--- config.mk ---
export PLATFORM = sky130hd
export DESIGN_NAME = usb_periph_host_bus_port
export DESIGN_NICKNAME = d
export VERILOG_FILES = /design/src/logic/host_port_pkg.sv /design/src/logic/pin_sample_if.sv /design/src/logic/usb_periph_host_bus_port.sv /design/src/logic/pin_sampler.sv
export VERILOG_INCLUDE_DIRS = /design/src /design/src/logic
export SDC_FILE = /design/constraint.sdc
export NUM_CORES = 1
export LEC_CHECK = 0
export CELL_PAD_IN_SITES_DETAIL_PLACEMENT = 1
export CELL_PAD_IN_SITES_GLOBAL_PLACEMENT = 2
export CORE_ASPECT_RATIO = 0.8
export CORE_MARGIN = 10
export CORE_UTILIZATION = 44
export DETAILED_ROUTE_END_ITERATION = 10
export DONT_BUFFER_PORTS = 1
export GPL_TIMING_DRIVEN = 0
export HOLD_SLACK_MARGIN = 0.03
export PLACE_DENSITY_LB_ADDON = 0.05
export SYNTH_ARGS = -nofsm -noshare
export SYNTH_HDL_FRONTEND = slang
export SYNTH_SLANG_ARGS = --single-unit
--- constraint.sdc ---
create_clock -name clk_in -period 5.5 [get_ports clk_in]
set_clock_uncertainty 0.1 [all_clocks]
set_input_delay 0.55 -clock clk_in [delete_from_list [all_inputs] [get_ports clk_in]]
set_output_delay 0.55 -clock clk_in [all_outputs]
set_load 0.03 [all_outputs]
--- src/logic/host_port_defines.svh ---
// Constants of the host bus port
`ifndef HOST_PORT_DEFINES_SVH
`define HOST_PORT_DEFINES_SVH
`define SHAPE_WIDE16   2'h0
`define SHAPE_NARROW8  2'h2
`define SHAPE_RSVD3    2'h3
`define NARROW_MASK    16'h00ff
`define DATA_WIDTH     16
`define SAMPLE_WIDTH   25
`define STATE_RESET    '0
`endif

--- src/logic/host_port_pkg.sv ---
// Types of the host bus port
package host_port_pkg;
	typedef enum logic [1:0] {
		SHAPE_WIDE16  = 2'b00,
		SHAPE_SPARE1  = 2'b01,
		SHAPE_NARROW8 = 2'b10,
		SHAPE_RSVD3   = 2'b11
	} bus_shape_t;

	typedef struct packed {
		logic        cmd;
		logic        rd_act;
		logic        wr_act;
		logic        wr_dma;
		logic        ale_prev;
		logic [15:0] wdata;
		logic [15:0] rdata;
		logic        drive;
		logic        host_wr;
		logic        dma_wr;
		logic        want;
		logic        dma_act;
		logic        dma_done;
		logic        irq_prev;
		logic        int_act;
	} port_state_t;
endpackage : host_port_pkg

--- src/logic/pin_sample_if.sv ---
// Synchronised pin levels passed from sampler to port logic
`timescale 1ns/1ps
interface pin_sample_if;
	logic        cs;
	logic        rd;
	logic        wr;
	logic        ale;
	logic        sel;
	logic        bit0;
	logic [15:1] data;
	logic        fin;
	logic        gnt;
	logic [1:0]  shape;
	modport producer (output cs, rd, wr, ale, sel, bit0, data, fin, gnt, shape);
	modport consumer (input cs, rd, wr, ale, sel, bit0, data, fin, gnt, shape);
endinterface : pin_sample_if

--- src/logic/usb_periph_host_bus_port.sv ---
// Host parallel port and DMA slave handshake of a USB peripheral controller
// Functional notes
// In muxed mode, latch bit-0 line as command/data select on latch-strobe fall.
// Muxed data phase: drive bit-0 line on reads, capture it on writes.
// Separate bus: command/data select input high means command, low data.
// Host ties select input low in muxed mode; device ignores it.
// Host ties latch strobe low with separate buses; no latching.
// Sixteen-line data bus, driven on reads, sampled on writes.
// Active end-of-transfer input terminates the running DMA transfer.
// DMA request output, programmable polarity, asserted when a transfer is needed.
// DMA controller asserts grant, programmable polarity, to start the transfer.
// Interrupt output active high or low, level or pulse, by configuration.
// Low reset input resets the device asynchronously.
// Two static shape selector inputs set bus width and sharing.
// Shape 0: sixteen-bit host port shared with sixteen-bit DMA port.
// Shape 2: eight-bit shared port; shape 3 reserved, never used.
// Host access only while chip select and its strobe are both asserted.
// Data drivers off except selected host read or device-to-host DMA.
`timescale 1ns/1ps
`include "host_port_defines.svh"
module usb_periph_host_bus_port import host_port_pkg::*; #(
	parameter int DATA_W = `DATA_WIDTH
) (
	// Clock and reset
	input  wire logic        clk_in,
	input  wire logic        rst_n_in,
	// Host bus strobes, pin levels
	input  wire logic        cs_n_in,
	input  wire logic        rd_n_in,
	input  wire logic        wr_n_in,
	input  wire logic        ale_in,
	input  wire logic        cmd_data_select_in,
	// Data lines 15..1 and the shared bit-0 line
	input  wire logic [15:1] data_in,
	output logic      [15:1] data_out,
	output logic      [15:1] data_oe_out,
	input  wire logic        muxed_bit0_line_in,
	output logic             muxed_bit0_line_out,
	output logic             muxed_bit0_line_oe_out,
	// DMA handshake pins
	output logic             dma_want_out,
	input  wire logic        dma_grant_in,
	input  wire logic        dma_finish_in,
	// Static configuration
	input  wire logic        bus_shape_sel_lo_in,
	input  wire logic        bus_shape_sel_hi_in,
	input  wire logic        mux_mode_in,
	input  wire logic        want_pol_in,
	input  wire logic        grant_pol_in,
	input  wire logic        finish_pol_in,
	input  wire logic        int_pol_in,
	input  wire logic        int_pulse_in,
	// Interrupt pin
	output logic             int_out,
	// Core side: host accesses
	output logic             host_rd_out,
	output logic             host_wr_out,
	output logic             host_cmd_out,
	output logic      [15:0] host_wdata_out,
	input  wire logic [15:0] host_rd_data_in,
	// Core side: DMA
	input  wire logic        dma_need_in,
	output logic             dma_rd_out,
	output logic             dma_wr_out,
	output logic             dma_done_out,
	input  wire logic [15:0] dma_rd_data_in,
	input  wire logic        irq_in,
	output logic             shape_bad_out
);
	// ----------------------------------------
	// Pin sampling
	// ----------------------------------------
	pin_sample_if smp ();

	pin_sampler #(.WIDTH(`SAMPLE_WIDTH)) u_sampler (
		.clk_in   (clk_in),
		.rst_n_in (rst_n_in),
		.raw_in   ({~cs_n_in, ~rd_n_in, ~wr_n_in, ale_in, cmd_data_select_in, muxed_bit0_line_in,
		            data_in, dma_finish_in, dma_grant_in, bus_shape_sel_hi_in, bus_shape_sel_lo_in}),
		.smp      (smp.producer)
	);

	// Only the sixteen-line bus is built; the narrow shape masks it
	if (DATA_W != `DATA_WIDTH) begin : g_bad_width
		$error("data width must be sixteen");
	end

	// ----------------------------------------
	// Decode
	// ----------------------------------------
	port_state_t s_q;
	port_state_t s_d;
	bus_shape_t  shape;
	logic        shape_ok;
	logic        narrow;
	logic        grant;
	logic        finish;
	logic        host_rd_now;
	logic        host_wr_now;
	logic        dma_rd_now;
	logic        dma_wr_now;
	logic        rd_start;
	logic        wr_start;
	logic        cmd_now;
	logic [15:0] mask;
	logic [15:0] pins;

	assign shape    = bus_shape_t'(smp.shape);
	assign shape_ok = (shape != SHAPE_RSVD3);
	assign narrow   = (shape == SHAPE_NARROW8);
	assign mask     = narrow ? `NARROW_MASK : 16'hffff;
	assign grant    = (smp.gnt == grant_pol_in) && shape_ok;
	assign finish   = (smp.fin == finish_pol_in);
	// DMA cycles use grant as their select; host cycles need chip select
	assign host_rd_now = smp.cs && smp.rd && shape_ok && !grant;
	assign host_wr_now = smp.cs && smp.wr && shape_ok && !grant;
	assign dma_rd_now  = grant && s_q.dma_act && smp.rd;
	assign dma_wr_now  = grant && s_q.dma_act && smp.wr;
	assign rd_start    = (host_rd_now || dma_rd_now) && !s_q.rd_act;
	assign wr_start    = (host_wr_now || dma_wr_now) && !s_q.wr_act;
	// Select pin is ignored in muxed mode; latched value used instead
	assign cmd_now     = (!mux_mode_in && (rd_start || wr_start)) ? smp.sel : s_q.cmd;
	assign pins        = {smp.data, smp.bit0} & mask;

	// ----------------------------------------
	// Next state
	// ----------------------------------------
	always_comb begin
		s_d          = s_q;
		s_d.host_wr  = 1'b0;
		s_d.dma_wr   = 1'b0;
		s_d.dma_done = 1'b0;
		s_d.ale_prev = smp.ale;
		s_d.cmd      = cmd_now;
		if (mux_mode_in && s_q.ale_prev && !smp.ale)
			s_d.cmd = smp.bit0;
		// Read data is frozen at the start so the bus stays stable
		s_d.rd_act = host_rd_now || dma_rd_now;
		if (rd_start)
			s_d.rdata = (dma_rd_now ? dma_rd_data_in : host_rd_data_in) & mask;
		s_d.drive  = host_rd_now || dma_rd_now;
		// Write data is taken in every active cycle, passed on at the end
		s_d.wr_act = host_wr_now || dma_wr_now;
		if (host_wr_now || dma_wr_now) begin
			s_d.wdata  = pins;
			s_d.wr_dma = dma_wr_now;
		end
		if (s_q.wr_act && !(host_wr_now || dma_wr_now)) begin
			s_d.host_wr = !s_q.wr_dma;
			s_d.dma_wr  = s_q.wr_dma;
		end
		// DMA handshake
		if (grant && s_q.want)
			s_d.dma_act = 1'b1;
		if (s_q.dma_act && finish) begin
			s_d.dma_act  = 1'b0;
			s_d.dma_done = 1'b1;
		end
		s_d.want = dma_need_in && !s_d.dma_act && shape_ok;
		// Interrupt: level follows the source, pulse marks its rise
		s_d.irq_prev = irq_in;
		s_d.int_act  = int_pulse_in ? (irq_in && !s_q.irq_prev) : irq_in;
	end

	// Reset acts without the clock
	always_ff @(posedge clk_in or negedge rst_n_in) begin
		if (!rst_n_in)
			s_q <= `STATE_RESET;
		else
			s_q <= s_d;
	end

	// ----------------------------------------
	// Outputs
	// ----------------------------------------
	assign data_out               = s_q.rdata[15:1];
	assign data_oe_out            = {{8{s_q.drive && !narrow}}, {7{s_q.drive}}};
	assign muxed_bit0_line_out    = s_q.rdata[0];
	assign muxed_bit0_line_oe_out = s_q.drive;
	assign dma_want_out           = s_q.want ~^ want_pol_in;
	assign int_out                = s_q.int_act ~^ int_pol_in;
	assign host_rd_out            = rd_start && host_rd_now;
	assign dma_rd_out             = rd_start && dma_rd_now;
	assign host_wr_out            = s_q.host_wr;
	assign dma_wr_out             = s_q.dma_wr;
	assign dma_done_out           = s_q.dma_done;
	assign host_cmd_out           = cmd_now;
	assign host_wdata_out         = s_q.wdata;
	assign shape_bad_out          = !shape_ok;

	// ----------------------------------------
	// Checks
	// ----------------------------------------
	a_ale_latch: assert property (@(posedge clk_in) disable iff (!rst_n_in)
		(mux_mode_in && $fell(smp.ale)) |=> (s_q.cmd == $past(smp.bit0)))
		else $error("select not latched on strobe fall");
	a_rd_drive: assert property (@(posedge clk_in) disable iff (!rst_n_in)
		(host_rd_out && !narrow) |=> (muxed_bit0_line_oe_out && {data_out, muxed_bit0_line_out} == $past(host_rd_data_in)))
		else $error("read data not driven");
	a_wr_bit0: assert property (@(posedge clk_in) disable iff (!rst_n_in)
		host_wr_out |-> (host_wdata_out[0] == $past(smp.bit0, 2)))
		else $error("write bit 0 not captured");
	a_sep_select: assert property (@(posedge clk_in) disable iff (!rst_n_in)
		(!mux_mode_in && host_rd_out) |-> (host_cmd_out == smp.sel))
		else $error("select input not decoded");
	a_cs_gate: assert property (@(posedge clk_in) disable iff (!rst_n_in)
		(!smp.cs && !s_q.wr_act) |-> !host_rd_out ##1 !host_wr_out)
		else $error("access without chip select");
	a_drive_idle: assert property (@(posedge clk_in) disable iff (!rst_n_in)
		!(host_rd_now || dma_rd_now) |=> !muxed_bit0_line_oe_out && data_oe_out == 15'h0000)
		else $error("bus driven outside a read");
	a_narrow_hi: assert property (@(posedge clk_in) disable iff (!rst_n_in)
		narrow |-> (data_oe_out[15:8] == 8'h00))
		else $error("upper byte driven in narrow shape");
	a_rsvd_quiet: assert property (@(posedge clk_in) disable iff (!rst_n_in)
		(shape == SHAPE_RSVD3) |-> !host_rd_out && (dma_want_out != want_pol_in))
		else $error("reserved shape not quiet");
	a_eot_end: assert property (@(posedge clk_in) disable iff (!rst_n_in)
		(s_q.dma_act && finish) |=> (!s_q.dma_act && dma_done_out))
		else $error("transfer not ended on finish");
	a_want_pol: assert property (@(posedge clk_in) disable iff (!rst_n_in)
		(dma_need_in && shape_ok && !s_q.dma_act && !(grant && s_q.want)) |=> (dma_want_out == want_pol_in))
		else $error("request not raised");
	a_int_pulse: assert property (@(posedge clk_in) disable iff (!rst_n_in)
		(int_pulse_in && s_q.int_act) |=> !s_q.int_act)
		else $error("interrupt pulse longer than one cycle");
endmodule : usb_periph_host_bus_port

--- src/logic/pin_sampler.sv ---
// Two-stage synchroniser for all host-side pins
`timescale 1ns/1ps
`include "host_port_defines.svh"
module pin_sampler #(
	parameter int WIDTH = `SAMPLE_WIDTH
) (
	// Clock and reset
	input  wire logic             clk_in,
	input  wire logic             rst_n_in,
	// Raw pins, strobes active high already; grant and finish at pin level
	input  wire logic [WIDTH-1:0] raw_in,
	// Sampled levels
	pin_sample_if.producer        smp
);
	typedef struct packed {
		logic [WIDTH-1:0] s1;
		logic [WIDTH-1:0] s2;
	} sync_state_t;

	sync_state_t s_q;
	sync_state_t s_d;

	if (WIDTH != `SAMPLE_WIDTH) begin : g_bad_width
		$error("pin_sampler width must match the pin bundle");
	end

	always_comb begin
		s_d    = s_q;
		s_d.s1 = raw_in;
		s_d.s2 = s_q.s1;
	end

	always_ff @(posedge clk_in or negedge rst_n_in) begin
		if (!rst_n_in)
			s_q <= `STATE_RESET;
		else
			s_q <= s_d;
	end

	// Only the second stage is visible to the port logic
	assign {smp.cs, smp.rd, smp.wr, smp.ale, smp.sel, smp.bit0, smp.data, smp.fin, smp.gnt, smp.shape} = s_q.s2;
endmodule : pin_sampler

[Word-level counts from Yosys, hierarchy flattened]
Cells that the tools add are included.
Storage, ports and cells
  register bits: 94
  logic and storage cells: 73
Cells by class
  equality and inequality tests: 4
  multiplexer cells: 8
  bitwise operators: 7
  reduce and logical (&&, ||, !) cells: 38
Operators with widths (count)
  16-bit bitwise AND: 2
  16-bit two-way mux: 2
  1-bit logical AND: 24
  1-bit logical NOT: 11
  1-bit two-way mux: 4
  2-bit two-way mux: 2
  1-bit logical OR: 3
  1-bit inverter: 3
  1-bit == test: 2
  2-bit == test, second input constant: 1
  2-bit inequality test, second input constant: 1
  1-bit bitwise XNOR: 2

[Logic depth before layout (Yosys ltp)]
  depth in word-level cells: 10
  depth in mapped cells: 6

[Hierarchy]
Synthesis repeated with hierarchy kept, for this count alone.
Second synthesis, totals
  cell total of the unflattened synthesis: 269
  area, all modules: 3724.8 um2
By module, submodules not included
  usb_periph_host_bus_port: instances 1, cells each 219, area each 2473.6 um2
  pin_sampler: instances 1, cells each 50, area each 1251.2 um2

[Least setup slack after synthesis]
OpenSTA, ideal clock, no wires.
  path kind: reg2out
  start point: reg, netlist name muxed_bit0_line_oe_out
  end point: out host_rd_out
  data arrival time: 1.652 ns
  required time: 4.850 ns
  setup slack: 3.198 ns
  stages on the path, launching flop included: 3
  path buffers: 0
  cell sequence: dfrtp_1 nand2b_1 nor3b_1
RTL lines
  to (decl): RTL line usb_periph_host_bus_port.sv:56  | output logic host_rd_out,

[Worst setup path after layout]
  start point: reg u_sampler.s_q (netlist bit u_sampler.smp.shape[0])
  end point: out data_oe_out[9] (netlist name)
On the way
  longest elaborated chain between the ends: 3
RTL lines
  from (decl): RTL line pin_sampler.sv:20  | sync_state_t s_q;
  from (signal assigned): RTL line pin_sampler.sv:35  | s_q <= `STATE_RESET;
  2-bit == test: RTL line usb_periph_host_bus_port.sv:110  | assign narrow = (shape == SHAPE_NARROW8);
  1-bit logical NOT: RTL line usb_periph_host_bus_port.sv:177  | assign data_oe_out = {{8{s_q.drive && !narrow}}, {7{s_q.drive}}};
  1-bit logical AND: RTL line usb_periph_host_bus_port.sv:177
  to (decl): RTL line usb_periph_host_bus_port.sv:36  | output logic [15:1] data_oe_out,
Every way passes these cells.

==> impl_metrics.prom <==
# TYPE chip_impl_metric gauge
chip_impl_info{name="run_status",value="completed"} 1
chip_impl_metric{name="grt_first_pass_wirelength",unit="microns"} 11500
chip_impl_metric{name="io-pin-count",unit=""} 124
chip_impl_info{name="critical_path_start_type",value="flip-flop"} 1
chip_impl_metric{name="drt_wl_total",unit="microns"} 7460
chip_impl_metric{name="detailedRoute.firstIterationViolations",unit=""} 93
chip_impl_metric{name="number_of_enable_type_register_cells_in_the_synthesized_netlist",unit=""} 0
chip_impl_metric{name="seqPwrFrac",unit=""} 0.455
chip_impl_info{name="synth_ff_type",value="dfrtp_1"} 1
chip_impl_metric{name="setup_tns",unit="ns"} 0
chip_impl_info{name="clk_root_buffer_cell",value="clkbuf_8"} 1
chip_impl_metric{name="finalNetCount",unit=""} 349
chip_impl_info{name="cts_tree",value="built"} 1
chip_impl_metric{name="maxCapViolations",unit=""} 0
chip_impl_metric{name="grt_max_degree",unit=""} 95
chip_impl_metric{name="internal_power",unit="W"} 0.00128
chip_impl_metric{name="relSlewSlack",unit=""} 0.271
chip_impl_metric{name="area_grow_syn2layout",unit="%"} 10.7
chip_impl_metric{name="post_route_cells_drive_above_1_share",unit=""} 0.362
chip_impl_metric{name="cp_data_arrival_time",unit="ns"} 2.48
chip_impl_metric{name="finalWeightedCongestion",unit=""} 0.699
chip_impl_metric{name="synth_nets",unit=""} 336
chip_impl_metric{name="std_cell_rows",unit=""} 29
chip_impl_metric{name="clk_transition_reported_paths",unit="ns"} 0.09
chip_impl_metric{name="power.clock.fraction",unit=""} 0.266
chip_impl_metric{name="switching_share",unit=""} 0.328
chip_impl_metric{name="crit_required",unit="ns"} 4.85
chip_impl_metric{name="yosysWarningCount",unit=""} 0
chip_impl_metric{name="num_vias",unit=""} 1893
chip_impl_metric{name="placed_cell_area",unit="sq um"} 3860
chip_impl_metric{name="htree_num_levels",unit=""} 3
chip_impl_metric{name="numCtsBuffers",unit=""} 9
chip_impl_metric{name="crit_path_max_fanout",unit=""} 10
chip_impl_metric{name="firstDrtPassIters",unit=""} 4
chip_impl_info{name="rsz0062_at_grt",value="false"} 1
chip_impl_metric{name="syn-mean-instance-area",unit="sq um"} 13.8
chip_impl_metric{name="design.core.area",unit="sq um"} 8090
chip_impl_metric{name="dp_hpwl",unit="microns"} 5560
chip_impl_metric{name="antenna_left",unit=""} 0
chip_impl_metric{name="asyncSetResetFlopFracSynth",unit=""} 1.00
chip_impl_metric{name="grt_pass1_vias",unit=""} 2110
chip_impl_metric{name="power_leakage",unit="nW"} 1.99
chip_impl_metric{name="postCtsSetupRepairBufs",unit=""} 0
chip_impl_info{name="type_of_the_setup_path_with_the_least_slack",value="flip-flop to output pin"} 1
chip_impl_metric{name="synth.distinct_cells",unit=""} 31
chip_impl_metric{name="globalRoute.totalOverflow",unit=""} 0
chip_impl_metric{name="clock-sinks",unit=""} 94
chip_impl_metric{name="drt_drc_violations_left",unit=""} 0
chip_impl_metric{name="synth_instances",unit=""} 269
chip_impl_metric{name="worst_skew_pair.late_latency",unit="ns"} 0.35
chip_impl_metric{name="insertedDiodeCount",unit=""} 0
chip_impl_metric{name="fin_crit_sh",unit=""} 0.569
chip_impl_metric{name="die_area",unit="sq um"} 12600
chip_impl_metric{name="final-setup-viol-count",unit=""} 0
chip_impl_metric{name="placement.io_buffers",unit=""} 0
chip_impl_metric{name="max_freq",unit="MHz"} 320
chip_impl_metric{name="synth.yosys.seq_area_share",unit=""} 0.632
chip_impl_metric{name="dieHeight",unit="microns"} 102
chip_impl_metric{name="r2r_slack",unit="ns"} 3.43
chip_impl_info{name="endpoint_kind",value="output pin"} 1
chip_impl_metric{name="post-route-util",unit=""} 0.509
chip_impl_metric{name="transition_time_at_the_pin_with_the_least_slew_margin",unit="ns"} 1.09
chip_impl_metric{name="grt.total_usage",unit=""} 0.119
chip_impl_metric{name="synth_seq_cells",unit=""} 94
chip_impl_metric{name="cts.path.max_buffers",unit=""} 2
chip_impl_metric{name="irDropWorstVdd",unit="uV"} 194
chip_impl_metric{name="finalCriticalPeriod",unit="ns"} 3.13
chip_impl_metric{name="timing.final.hold_violations",unit=""} 0
chip_impl_info{name="hold_wc_path_type",value="input port to flip-flop"} 1
chip_impl_metric{name="route.detailed.vias_per_inst",unit=""} 4.79
chip_impl_metric{name="initial_utilization",unit=""} 0.460
chip_impl_metric{name="antenna_found_initial",unit=""} 0
chip_impl_metric{name="wire_per_inst",unit="microns"} 18.9
chip_impl_metric{name="final_area",unit="sq um"} 4120
chip_impl_metric{name="powerDensity",unit="nW/um^2"} 463
chip_impl_metric{name="power.switching",unit="W"} 0.000625
chip_impl_metric{name="pwr-share-comb",unit=""} 0.278
chip_impl_metric{name="die_w",unit="microns"} 123
chip_impl_metric{name="netlist_area_before_placement",unit="sq um"} 3720
chip_impl_metric{name="total_count_of_max_transition_violations_in_the_final_report",unit=""} 0
-- Yosys cell counts (2+ instances only) --
cell type  number  share of area
a21oi_1         3         0.0040
and2_1          4         0.0067
buf_4          46          0.093
clkbuf_1        3         0.0030
dfrtp_1        94           0.63
inv_1           5         0.0050
mux2_2         23          0.070
mux2_4         10          0.040
mux2i_1         8          0.022
nand2_1        26          0.026
nand2b_1        4         0.0067
nand3b_1        2         0.0040
nor2_1          4         0.0040
o21ai_0        18          0.024
xnor2_1         3         0.0071
-- worst paths after layout --
kind	startpoint	to	cells past startpoint
setup / recovery	u_sampler.smp.shape[0]	data_oe_out[9]	5
setup reg to reg	u_sampler.smp.gnt	muxed_bit0_line_out	5
hold reg to reg	u_sampler.s_d[14]	u_sampler.smp.data[11]	0
min in group asynchronous	rst_n_in	host_wdata_out[9]	2
hold / removal	data_in[6]	u_sampler.s_d[9]	0
max in group asynchronous	rst_n_in	data_out[3]	2
-- kinds of logic (layout without fill, tap and decap cells) --
group	after synthesis	in the layout	synth area share
flip-flops	94	94	0.632
buffers and inverters	56	74	0.109
AND/OR/NAND/NOR	47	47	0.0672
multiplexers	42	42	0.137
AO/OA/AOI/OAI	26	26	0.0397
XOR/XNOR	4	4	0.0145
-- sequential cells by signal, indices dropped and copies added (netlist names), 2 cells and up --
register / count
data_out: 15
host_wdata_out: 16
s_q: 8
u_sampler.s_d: 25
u_sampler.smp.data: 15
u_sampler.smp.shape: 2
-- worst max-delay path, cell delays in order, from the launching register on --
cell	delay, ns
dfrtp_1	0.41
nand2b_1	0.13
clkbuf_1	0.30
clkbuf_1	0.49
and2_1	0.54
buf_4	0.26
-- stage by stage --
stage | instances | power (W) | hold slack, ns | setup slack, ns
after floorplan | 269 | 0.00134 | 0.154 | 3.20
after global placement | 377 | 0.00140 | 0.158 | 2.71
after detailed placement | 377 | 0.00141 | 0.158 | 2.69
after CTS | 395 | 0.00194 | 0.0885 | 2.27
after global routing | 395 | 0.00201 | 0.0724 | 2.14
final | 395 | 0.00191 | 0.118 | 2.37
-- layout by cell type, fill, tap and decap left out, types with 5 or more instances in the layout --
cell	count
mux2i_1	8
mux2_2	23
buf_4	46
clkbuf_8	9
o21ai_0	18
nand2_1	26
mux2_4	10
dfrtp_1	94
inv_1	5
-- power groups by stage --
stage | Sequential [W] | Clock (W) | Combinational, W
finish | 0.000868 | 0.000508 | 0.000531
global route | 0.000884 | 0.000564 | 0.000564
CTS | 0.000870 | 0.000531 | 0.000544
global placement | 0.000876 | 0 | 0.000521
detailed placement | 0.000883 | 0 | 0.000526
floorplan | 0.000863 | 0 | 0.000475
-- per-layer routing --
metal,up-vias,part of all wire,wire length [microns],global-route usage
li1,867,-,-,-
met1,945,0.40,3020,0.140
met2,76,0.46,3470,0.180
met3,5,0.12,915,0.0700
met4,0,0.0082,61,0.0407
met5,-,0,0,0
-- what timing repair did --
action	4_1_cts	5_1_grt
gates resized for setup	0	0
hold buffers	2	0
endpoints found under the hold margin	94	0
-- area by class of cell --
cell class / count / area, sq um
Clock buffer: 10 / 128
Inverter: 5 / 18.8
Tap cell: 108 / 135
Buffer: 51 / 388
Timing Repair Buffer: 2 / 37.5
Fill cell: 835 / 3970
Sequential cell: 94 / 2350
Multi-Input combinational cell: 119 / 963
Clock inverter: 6 / 97.6
Power figures use the tool's default switching activity.
